**src/common/hbs_defs.vh**
```
`ifndef HBS_DEFS_VH
`define HBS_DEFS_VH

// Register byte offsets
`define HBS_ADR_CTRL       8'h00
`define HBS_ADR_CONN       8'h04
`define HBS_ADR_REL_TIME   8'h08
`define HBS_ADR_ENG_TIME   8'h0C
`define HBS_ADR_WINDOW     8'h10
`define HBS_ADR_STAGGER    8'h14
`define HBS_ADR_STATUS     8'h18
`define HBS_ADR_STATE      8'h1C

// Control register fields
`define HBS_CTRL_SEL_LSB   0
`define HBS_CTRL_SEL_MSB   2
`define HBS_CTRL_EXT       4
`define HBS_CTRL_MEND      5
`define HBS_CTRL_SAFE      6
`define HBS_CTRL_SS1_OK    7
`define HBS_CTRL_OVR_LSB   8
`define HBS_CTRL_OVR_MSB   9
`define HBS_CTRL_EXT_CMD   12
`define HBS_CTRL_OVR_PAR   13
`define HBS_CTRL_RESET     32'h0000_0001

// Brake selection values
`define HBS_SEL_B1         3'h1
`define HBS_SEL_B2         3'h2
`define HBS_SEL_DUAL       3'h4

// Release override source values
`define HBS_OVR_NONE       2'h0
`define HBS_OVR_PARAM      2'h2
`define HBS_OVR_DI         2'h1
`define HBS_OVR_DI_INV     2'h3

// Connection types
`define HBS_CONN_DIRECT    2'h0
`define HBS_CONN_DIR_MON   2'h1
`define HBS_CONN_CONT      2'h2
`define HBS_CONN_CONT_FB   2'h3
`define HBS_CONN_RESET     32'h0000_0000

// Motion command codes that end with engaging
`define HBS_CMD_ABS        4'h1
`define HBS_CMD_REL        4'h2
`define HBS_CMD_ADD        4'h3
`define HBS_CMD_STOP       4'h5
`define HBS_CMD_HOME       4'h6
`define HBS_CMD_HALT       4'hB

// Timing: one tick per millisecond at a 10 ns clock
`define HBS_CLK_PERIOD_NS  10
`define HBS_TICK_NS        1000000
`define HBS_REL_RESET      16'h0064
`define HBS_ENG_RESET      16'h0064
`define HBS_WIN_RESET      32'h0000_0100
`define HBS_STAG_RESET     16'h0032

// Status bits (sticky, write one to clear)
`define HBS_ST_SUPPLY      0
`define HBS_ST_SHORT       1
`define HBS_ST_PLAUS       2
`define HBS_ST_B1_REL      3
`define HBS_ST_B1_ENG      4
`define HBS_ST_B2_REL      5
`define HBS_ST_B2_ENG      6
`define HBS_ST_MOVED       7
`define HBS_ST_W           8

`endif

```
**src/core/hbs_sequencer.v**
```verilog
// The Wishbone slave port and the address map were chosen for this implementation.
`timescale 1ns/1ns
// Functional notes
// - External control: outputs follow the command bit only, no automatic engaging on faults.
// - External control: brake two mirrors brake one.
// - Selection 1: brake one releases with first motion command after enable.
// - Released brake engages on fault stop, quick stop, enable off or safe torque off.
// - End-of-motion engaging on codes 1,2,3,5,6,11 when enabled.
// - Release override keeps the brake released regardless of engage events.
// - With safety module, override acts during safe torque off only if permitted.
// - Brake supply and short circuit are monitored; monitoring selectable or off.
// - Primary brake output connection is checked for plausibility; mismatch flagged.
// - Release and engage must complete within configured times; violations flagged.
// - Selection 2: same events, override never releases brake two during torque off.
// - Dual mode: brake two releases at enable.
// - Dual mode: brake one follows commands, general events and end-of-motion engaging.
// - Dual mode: brake two engages on general events or movement while brake one holds.
// - Position leaving standstill window with brake one engaged engages brake two at once.
// - Fault or emergency braking while rotating staggers the two engage commands.
// - Without safety module, primary connection type: direct/monitored or contactor/feedback.
// - With safety module, primary allows no contactor feedback; secondary allows all.
// - Control source selects internal automatic or external brake control.
// - Release and engaging times are separate writable configuration values.

`include "hbs_defs.vh"

// ****************************************************************
// Completion watchdog for one brake
// ****************************************************************
module hbs_watch (
	// Clock and reset
	input wire clk,
	input wire srst,
	input wire tick,
	// Command and feedback
	input wire cmd_rel,
	input wire sense_rel,
	input wire check_en,
	input wire [15:0] rel_time,
	input wire [15:0] eng_time,
	// Violations, one-cycle pulses
	output reg rel_late,
	output reg eng_late
);
	reg cmd_d_reg;
	reg busy_reg;
	reg [15:0] cnt_reg;

	// Restart the window on every command edge; a late or missing feedback is flagged
	always @(posedge clk) begin
		if (srst) begin
			cmd_d_reg <= 1'b0;
			busy_reg <= 1'b0;
			cnt_reg <= 16'h0000;
			rel_late <= 1'b0;
			eng_late <= 1'b0;
		end else begin
			cmd_d_reg <= cmd_rel;
			rel_late <= 1'b0;
			eng_late <= 1'b0;
			if (cmd_rel != cmd_d_reg) begin
				busy_reg <= check_en;
				cnt_reg <= cmd_rel ? rel_time : eng_time;
			end else if (busy_reg) begin
				if (sense_rel == cmd_rel) begin
					busy_reg <= 1'b0;
				end else if (cnt_reg == 16'h0000) begin
					busy_reg <= 1'b0;
					rel_late <= cmd_rel;
					eng_late <= ~cmd_rel;
				end else if (tick) begin
					cnt_reg <= cnt_reg - 16'h0001;
				end
			end
		end
	end
endmodule // hbs_watch

// ****************************************************************
// Holding brake sequencer top
// ****************************************************************
module hbs_sequencer #(
	parameter TICK_DIV = `HBS_TICK_NS / `HBS_CLK_PERIOD_NS
) (
	// Clock and reset
	input wire CLK,
	input wire SRST,
	// Wishbone slave
	input wire WB_CYC_I,
	input wire WB_STB_I,
	input wire WB_WE_I,
	input wire [7:0] WB_ADR_I,
	input wire [3:0] WB_SEL_I,
	input wire [31:0] WB_DAT_I,
	output reg [31:0] WB_DAT_O,
	output reg WB_ACK_O,
	// Drive state and motion
	input wire ENABLE,
	input wire CMD_START,
	input wire CMD_DONE,
	input wire [3:0] CMD_CODE,
	input wire HOME_BY_DEFINE,
	input wire AXIS_ROTATING,
	input wire [31:0] POSITION,
	// Stop events
	input wire FAULT_POWER_OFF,
	input wire FAULT_QUICK_STOP,
	input wire FAULT_EMERGENCY,
	input wire QUICK_STOP_REQ,
	input wire SAFE_TORQUE_OFF,
	// Release override terminal
	input wire OVERRIDE_DI,
	// Brake supply and feedback
	input wire SUPPLY_OK,
	input wire SUPPLY_SHORT,
	input wire B1_LOAD_OK,
	input wire B1_SENSE_REL,
	input wire B2_SENSE_REL,
	// Brake outputs, high means released
	output reg PRIMARY_BRAKE_OUTPUT,
	output reg SECONDARY_BRAKE_OUTPUT
);
	localparam [31:0] TICK_LAST = TICK_DIV - 1;

	reg [31:0] ctrl_reg;
	reg [31:0] conn_reg;
	reg [15:0] rel_time_reg;
	reg [15:0] eng_time_reg;
	reg [31:0] window_reg;
	reg [15:0] stagger_reg;
	reg [`HBS_ST_W-1:0] status_reg;
	reg [31:0] div_reg;
	reg tick_reg;
	reg b1_int_reg;
	reg b2_int_reg;
	reg moved_reg;
	reg [31:0] hold_pos_reg;
	reg [15:0] stag_cnt_reg;
	reg stag_evt_d_reg;
	reg b1_out_d_reg;
	reg [31:0] wmask;
	reg [31:0] rd_next;
	reg [`HBS_ST_W-1:0] status_next;
	reg [31:0] pos_diff;

	wire [2:0] brake_selection = ctrl_reg[`HBS_CTRL_SEL_MSB:`HBS_CTRL_SEL_LSB];
	wire brake_control_source = ctrl_reg[`HBS_CTRL_EXT];
	wire engage_at_motion_end = ctrl_reg[`HBS_CTRL_MEND];
	wire safety_fitted = ctrl_reg[`HBS_CTRL_SAFE];
	wire ss1_permits = ctrl_reg[`HBS_CTRL_SS1_OK];
	wire [1:0] release_override_source = ctrl_reg[`HBS_CTRL_OVR_MSB:`HBS_CTRL_OVR_LSB];
	wire [1:0] primary_output_connection_type = conn_reg[1:0];
	wire [1:0] primary_output_connection_type_safe = conn_reg[5:4];
	wire [1:0] secondary_connection_type = conn_reg[9:8];

	wire acc = WB_CYC_I & WB_STB_I & ~WB_ACK_O;
	wire wr = acc & WB_WE_I;

	// ****************************************************************
	// Event decoding
	// ****************************************************************
	wire fault_evt = FAULT_POWER_OFF | FAULT_QUICK_STOP | FAULT_EMERGENCY;
	wire general_evt = fault_evt | ~ENABLE | QUICK_STOP_REQ | SAFE_TORQUE_OFF;
	wire code_ends = (CMD_CODE == `HBS_CMD_ABS) | (CMD_CODE == `HBS_CMD_REL) |
		(CMD_CODE == `HBS_CMD_ADD) | (CMD_CODE == `HBS_CMD_STOP) |
		(CMD_CODE == `HBS_CMD_HALT) | ((CMD_CODE == `HBS_CMD_HOME) & ~HOME_BY_DEFINE);
	wire motion_end = CMD_DONE & engage_at_motion_end & code_ends;
	wire stag_evt = (FAULT_POWER_OFF | FAULT_EMERGENCY) & AXIS_ROTATING;

	// Release override from the configured source
	wire release_override_signal = (release_override_source == `HBS_OVR_PARAM) ?
		ctrl_reg[`HBS_CTRL_OVR_PAR] :
		(release_override_source == `HBS_OVR_DI) ? OVERRIDE_DI :
		(release_override_source == `HBS_OVR_DI_INV) ? ~OVERRIDE_DI : 1'b0;
	// Safety module gates brake one's override during torque off; brake two's is always blocked
	wire ovr_b1 = release_override_signal &
		(~SAFE_TORQUE_OFF | ~safety_fitted | ss1_permits);
	wire ovr_b2 = release_override_signal & ~SAFE_TORQUE_OFF;

	wire use_b1 = (brake_selection == `HBS_SEL_B1) | (brake_selection == `HBS_SEL_DUAL);
	wire use_b2 = (brake_selection == `HBS_SEL_B2) | (brake_selection == `HBS_SEL_DUAL);
	wire dual = brake_selection == `HBS_SEL_DUAL;

	// ****************************************************************
	// Connection types and supply monitoring
	// ****************************************************************
	// A contactor with feedback is not allowed on the primary output with the module
	wire [1:0] prim_eff = ~safety_fitted ? primary_output_connection_type :
		((primary_output_connection_type_safe == `HBS_CONN_CONT_FB) ? `HBS_CONN_CONT :
		primary_output_connection_type_safe);
	wire prim_direct_mon = prim_eff == `HBS_CONN_DIR_MON;
	wire prim_check = prim_direct_mon | (prim_eff == `HBS_CONN_CONT_FB);
	wire sec_check = safety_fitted & ((secondary_connection_type == `HBS_CONN_DIR_MON) |
		(secondary_connection_type == `HBS_CONN_CONT_FB));
	wire supply_err = prim_direct_mon & ~SUPPLY_OK;
	wire short_err = prim_direct_mon & SUPPLY_SHORT;
	wire plaus_err = prim_direct_mon & ~B1_LOAD_OK;

	wire b1_rel_late;
	wire b1_eng_late;
	wire b2_rel_late;
	wire b2_eng_late;

	// Timing monitors run only under internal control
	hbs_watch u_watch1 (
		.clk(CLK),
		.srst(SRST),
		.tick(tick_reg),
		.cmd_rel(PRIMARY_BRAKE_OUTPUT),
		.sense_rel(B1_SENSE_REL),
		.check_en(prim_check & ~brake_control_source),
		.rel_time(rel_time_reg),
		.eng_time(eng_time_reg),
		.rel_late(b1_rel_late),
		.eng_late(b1_eng_late)
	);

	hbs_watch u_watch2 (
		.clk(CLK),
		.srst(SRST),
		.tick(tick_reg),
		.cmd_rel(SECONDARY_BRAKE_OUTPUT),
		.sense_rel(B2_SENSE_REL),
		.check_en(sec_check & ~brake_control_source),
		.rel_time(rel_time_reg),
		.eng_time(eng_time_reg),
		.rel_late(b2_rel_late),
		.eng_late(b2_eng_late)
	);

	// ****************************************************************
	// Millisecond tick
	// ****************************************************************
	always @(posedge CLK) begin
		if (SRST) begin
			div_reg <= 32'h0000_0000;
			tick_reg <= 1'b0;
		end else begin
			tick_reg <= (div_reg == TICK_LAST);
			div_reg <= (div_reg == TICK_LAST) ? 32'h0000_0000 : div_reg + 32'h0000_0001;
		end
	end

	// ****************************************************************
	// Internal brake intent
	// ****************************************************************
	// Standstill distance from the position held when brake one engaged
	always @* begin
		pos_diff = (POSITION >= hold_pos_reg) ? POSITION - hold_pos_reg :
			hold_pos_reg - POSITION;
	end

	// Brake one and single brake two: release on command, engage on events
	always @(posedge CLK) begin
		if (SRST) begin
			b1_int_reg <= 1'b0;
			b2_int_reg <= 1'b0;
			moved_reg <= 1'b0;
			hold_pos_reg <= 32'h0000_0000;
			b1_out_d_reg <= 1'b0;
		end else begin
			b1_out_d_reg <= b1_int_reg;
			if (general_evt | motion_end) begin
				b1_int_reg <= 1'b0;
			end else if (CMD_START & use_b1) begin
				b1_int_reg <= 1'b1;
			end
			// Latch position when brake one closes
			if (b1_out_d_reg & ~b1_int_reg) begin
				hold_pos_reg <= POSITION;
			end
			if (~dual | b1_int_reg | general_evt) begin
				moved_reg <= 1'b0;
			end else if (~b1_out_d_reg & (pos_diff > window_reg)) begin
				moved_reg <= 1'b1;
			end
			if (dual) begin
				if (general_evt | moved_reg) begin
					b2_int_reg <= 1'b0;
				end else if (ENABLE) begin
					b2_int_reg <= 1'b1;
				end
			end else if (general_evt | motion_end) begin
				b2_int_reg <= 1'b0;
			end else if (CMD_START & use_b2) begin
				b2_int_reg <= 1'b1;
			end
		end
	end

	// Stagger: brake two waits after a fault stop of a rotating axis
	always @(posedge CLK) begin
		if (SRST) begin
			stag_cnt_reg <= 16'h0000;
			stag_evt_d_reg <= 1'b0;
		end else begin
			stag_evt_d_reg <= stag_evt;
			if (stag_evt & ~stag_evt_d_reg & dual & SECONDARY_BRAKE_OUTPUT) begin
				stag_cnt_reg <= stagger_reg;
			end else if (tick_reg & (stag_cnt_reg != 16'h0000)) begin
				stag_cnt_reg <= stag_cnt_reg - 16'h0001;
			end
		end
	end

	// ****************************************************************
	// Brake outputs
	// ****************************************************************
	// A moved axis overrides the stagger so brake two closes at once
	always @(posedge CLK) begin
		if (SRST) begin
			PRIMARY_BRAKE_OUTPUT <= 1'b0;
			SECONDARY_BRAKE_OUTPUT <= 1'b0;
		end else if (brake_control_source) begin
			PRIMARY_BRAKE_OUTPUT <= ctrl_reg[`HBS_CTRL_EXT_CMD];
			SECONDARY_BRAKE_OUTPUT <= ctrl_reg[`HBS_CTRL_EXT_CMD];
		end else begin
			PRIMARY_BRAKE_OUTPUT <= use_b1 & (b1_int_reg | ovr_b1);
			SECONDARY_BRAKE_OUTPUT <= use_b2 & (b2_int_reg | ovr_b2 |
				((stag_cnt_reg != 16'h0000) & ~moved_reg));
		end
	end

	// ****************************************************************
	// Wishbone register file
	// ****************************************************************
	// Byte-lane write mask and sticky status with set winning over clear
	always @* begin
		wmask = {{8{WB_SEL_I[3]}}, {8{WB_SEL_I[2]}}, {8{WB_SEL_I[1]}}, {8{WB_SEL_I[0]}}};
		status_next = status_reg;
		if (wr & (WB_ADR_I == `HBS_ADR_STATUS)) begin
			status_next = status_reg & ~(WB_DAT_I[`HBS_ST_W-1:0] & wmask[`HBS_ST_W-1:0]);
		end
		status_next = status_next | {moved_reg, b2_eng_late, b2_rel_late, b1_eng_late,
			b1_rel_late, plaus_err, short_err, supply_err};
		if (WB_ADR_I == `HBS_ADR_CTRL) begin
			rd_next = ctrl_reg;
		end else if (WB_ADR_I == `HBS_ADR_CONN) begin
			rd_next = conn_reg;
		end else if (WB_ADR_I == `HBS_ADR_REL_TIME) begin
			rd_next = {16'h0000, rel_time_reg};
		end else if (WB_ADR_I == `HBS_ADR_ENG_TIME) begin
			rd_next = {16'h0000, eng_time_reg};
		end else if (WB_ADR_I == `HBS_ADR_WINDOW) begin
			rd_next = window_reg;
		end else if (WB_ADR_I == `HBS_ADR_STAGGER) begin
			rd_next = {16'h0000, stagger_reg};
		end else if (WB_ADR_I == `HBS_ADR_STATUS) begin
			rd_next = {24'h000000, status_reg};
		end else if (WB_ADR_I == `HBS_ADR_STATE) begin
			rd_next = {26'h0000000, b2_int_reg, b1_int_reg, prim_eff,
				SECONDARY_BRAKE_OUTPUT, PRIMARY_BRAKE_OUTPUT};
		end else begin
			rd_next = 32'h0000_0000;
		end
	end

	// Single-wait-state slave; unmapped reads give zero, writes are dropped
	always @(posedge CLK) begin
		if (SRST) begin
			ctrl_reg <= `HBS_CTRL_RESET;
			conn_reg <= `HBS_CONN_RESET;
			rel_time_reg <= `HBS_REL_RESET;
			eng_time_reg <= `HBS_ENG_RESET;
			window_reg <= `HBS_WIN_RESET;
			stagger_reg <= `HBS_STAG_RESET;
			status_reg <= {`HBS_ST_W{1'b0}};
			WB_ACK_O <= 1'b0;
			WB_DAT_O <= 32'h0000_0000;
		end else begin
			WB_ACK_O <= acc;
			status_reg <= status_next;
			if (acc & ~WB_WE_I) begin
				WB_DAT_O <= rd_next;
			end
			if (wr) begin
				if (WB_ADR_I == `HBS_ADR_CTRL) begin
					ctrl_reg <= (ctrl_reg & ~wmask) | (WB_DAT_I & wmask);
				end else if (WB_ADR_I == `HBS_ADR_CONN) begin
					conn_reg <= (conn_reg & ~wmask) | (WB_DAT_I & wmask);
				end else if (WB_ADR_I == `HBS_ADR_REL_TIME) begin
					rel_time_reg <= (rel_time_reg & ~wmask[15:0]) | (WB_DAT_I[15:0] & wmask[15:0]);
				end else if (WB_ADR_I == `HBS_ADR_ENG_TIME) begin
					eng_time_reg <= (eng_time_reg & ~wmask[15:0]) | (WB_DAT_I[15:0] & wmask[15:0]);
				end else if (WB_ADR_I == `HBS_ADR_WINDOW) begin
					window_reg <= (window_reg & ~wmask) | (WB_DAT_I & wmask);
				end else if (WB_ADR_I == `HBS_ADR_STAGGER) begin
					stagger_reg <= (stagger_reg & ~wmask[15:0]) | (WB_DAT_I[15:0] & wmask[15:0]);
				end
			end
		end
	end
endmodule // hbs_sequencer

```
**config.mk**
```make
export PLATFORM = sky130hd
export DESIGN_NAME = hbs_sequencer
export DESIGN_NICKNAME = d
export VERILOG_FILES = /design/src/core/hbs_sequencer.v
export VERILOG_INCLUDE_DIRS = /design/src /design/src/common
export SDC_FILE = /design/constraint.sdc
export NUM_CORES = 1
export LEC_CHECK = 0
export ABC_CLOCK_PERIOD_IN_PS = 5300
export BUFFER_PORTS_ARGS = -buffer_cell sky130_fd_sc_hd__buf_2
export CORE_UTILIZATION = 45
export CTS_BUF_LIST = sky130_fd_sc_hd__clkbuf_2
export DETAILED_ROUTE_END_ITERATION = 12
export SLEW_MARGIN = 20
export SYNTH_ARGS = -nofsm -noshare
export SYNTH_HDL_FRONTEND = slang
export SYNTH_SLANG_ARGS = --single-unit
```
**constraint.sdc**
```tcl
create_clock -name CLK -period 5.3 [get_ports CLK]
set_clock_uncertainty 0.15 [all_clocks]
set_input_delay 1.06 -clock CLK [delete_from_list [all_inputs] [get_ports CLK]]
set_output_delay 1.06 -clock CLK [all_outputs]
set_load 0.01 [all_outputs]
```
==> flow_summary.ini <==
[worst_setup_path]
crit_type = in -> reg
critPathMaxStageDelay_ns = 0.53
crit_arrival_ns = 5.98
worst-endpoint-required_ns = 6.14
cp-start-kind = primary input
cp_slowest_cell = dlygate4sd3_1
rrSetupSlack_ns = 0.31
cp_max_fo = 6
crit_chain = dlygate4sd3_1 -> buf_2 -> ha_1 -> nand4_1 -> or3_4 -> a311oi_4 -> buf_4 -> nor2_1 -> buf_4 -> nor3_1 -> o32ai_2 -> xor2_1 -> ha_1 -> nand2_1 -> nor3_1 -> nand3_1 -> or3_4 -> or4_1 -> a21o_1 -> a311oi_1 -> o21a_1
endpoint_kind = flop

[synth]
syn_area_sq_um = 18010
synth_ff_type = dfxtp_1
synth-async-reset-ratio_pct = 0
syn_inst = 2426
ys_seq_area_share_pct = 34.79
syn_nets = 2628
synthMostInstantiatedCell = nand2_1
netlist.top_cell.by_area = dfxtp_1
yosysUniqueCellTypes = 75
ys_warn_count = 0
synth.area.top_cells = dfxtp_1 (35%), nand2_1 (9.9%), a21oi_1 (8.9%)
synth_edf_count = 0
avgSynthCellArea_sq_um = 7.425
synthTopCellsByCount = nand2_1 (475), a21oi_1 (319), dfxtp_1 (313), nor2_1 (202), inv_1 (120)
ys_seq_elements = 313
netlist.area_leader.share_pct = 34.79

[power_and_ir_drop]
p_per_area_nw_per_um2 = 222.0
ir_worst_vdd_v = 0.0001532
p_leak_uw = 0.008476

[timing]
fmax_mhz = 194.7
hold_viol = 0
worstMarginPinSlew_ns = 1.133
rsz0062_at_grt = no
worst_slack_ns = 0.1642
fin_crit_sh_pct = 96.90
setup_violations = 0
relSlewSlack_pct = 23.87
drv_slew = 0
period_needed_ns = 5.136

[die]
die_w_microns = 202.1
initial_utilization_pct = 46.07
row_count = 72
die_h_microns = 202.1
pin_count = 136
core_area_sq_um = 39100
die_area_sq_um = 40830

[global_routing]
grt_antenna_before_repair = 2
grt_max_degree = 144
grt_pass1_vias = 17920
grt_pass1_wl_microns = 98440
grt.total_usage_pct = 30.41
globalRoute.totalOverflow = 0

[clock_tree]
max-clock-path-buffers = 3
clkTransAtPathRegs_ns = 0.11
cts.sinks = 313
clock_latency_ns = 1.09
htreeDepth = 3
cts_buffers = 85
cts_setup_buffers = 0
cts_tree = yes
root_buffer = clkbuf_2

[run_status]
outcome = finished, final reports clean

[drt]
via_count = 18790
dr.pass1.iters = 6
ant_nets = 0
wl_microns = 62860
first_iter_violations = 1473
wl_per_cell_microns = 18.94
drc_errors = 0
viasPerCell = 5.660

[layout]
drive_above_1_share_pct = 18.63
fin_area_sq_um = 21330
area_growth_pct = 18.44
nNetsFinal = 2938

[place]
dpl_cell_area_sq_um = 20510
finalWeightedCongestion = 0.9488
dpl.hpwl_microns = 46560
dp_slack_ns = -0.6210
io_buffers = 135

[run]
maxCapViolations = 0

[worst_hold_path]
hp-class = in -> reg
-- metal layers --
metal / up-vias / routed length (microns) / track usage [%]
li1: 9121 / - / -
met1: 8846 / 28410 / 41.48
met2: 717 / 28670 / 48.85
met3: 103 / 4518 / 5.305
met4: 0 / 1270 / 9.091
met5: - / 0 / 0
-- layout make-up --
cell class                      count  area [sq um]
Antenna cell                        5         12.51
Fill cell                        3916         17760
Tap cell                          518         648.1
Multi-Input combinational cell   1865         10910
Clock inverter                     23         106.4
Timing Repair Buffer              349          2313
Clock buffer                      124         620.6
Sequential cell                   313          6266
Inverter                          122         460.4
-- per-stage QoR --
step                      hold WS [ns]  std cells  total power, uW  utilization [%]  setup TNS [ns]
after floorplan                 0.2630       2426             2756                -        -0.02683
after detailed placement        0.2814       3163             3054            52.46         -0.6210
after global placement          0.2714       3163             3050            52.45         -0.5064
final                          0.09272       3319             4736            54.56               0
after global routing          0.003656       3319             4977            54.56               0
after CTS                     0.004306       3314             4774            54.42               0
-- path summary, 6_finish.rpt --
path | start | end | cells past startpoint
max | POSITION[31] | moved_reg | 21
min | WB_DAT_I[28] | flop | 3
max reg2reg | hold_pos_reg[0] | moved_reg | 23
min reg2reg | u_watch1.eng_late | status_reg[4] | 2
-- layout by cell type, fill, tap and decap left out, types with 44 or more instances in the layout --
master	count
ha_1	98
a21oi_1	317
nor2_1	201
dfxtp_1	313
buf_4	209
xor2_1	47
nand3_1	44
o21ai_0	94
buf_2	134
inv_1	118
clkbuf_2	124
nor3_1	49
nand2_1	475
-- where the power goes --
group | switching, uW | internal (uW)
Combinational | 370 | 281
Sequential | 8.48 | 2360
Clock | 1090 | 631
-- critical path, delay by kind of cell --
family          cells  cell delay [ns]
fa+ha+maj           2             0.60
compound gates      5             1.06
xor+xnor            1             0.16
buf+inv             4             1.02
simple gates        9             2.07
-- logic make-up (layout without fill, tap and decap cells) --
group | count (synthesis) | count (layout) | synth area share, %
other cells | 0 | 5 | 0
fa+ha+maj | 102 | 102 | 7.155
compound gates | 671 | 671 | 22.39
buf+inv | 248 | 618 | 5.279
flops | 313 | 313 | 34.79
mux | 34 | 34 | 1.903
xor+xnor | 88 | 88 | 4.362
simple gates | 970 | 970 | 24.12
-- timing repair --
action,CTS,global route
endpoints found under the setup margin,0,1
resized for setup,0,9
hold endpoints to repair,5,0
hold buffers,4,0
Note: power is estimated with default switching activity, not from simulation.
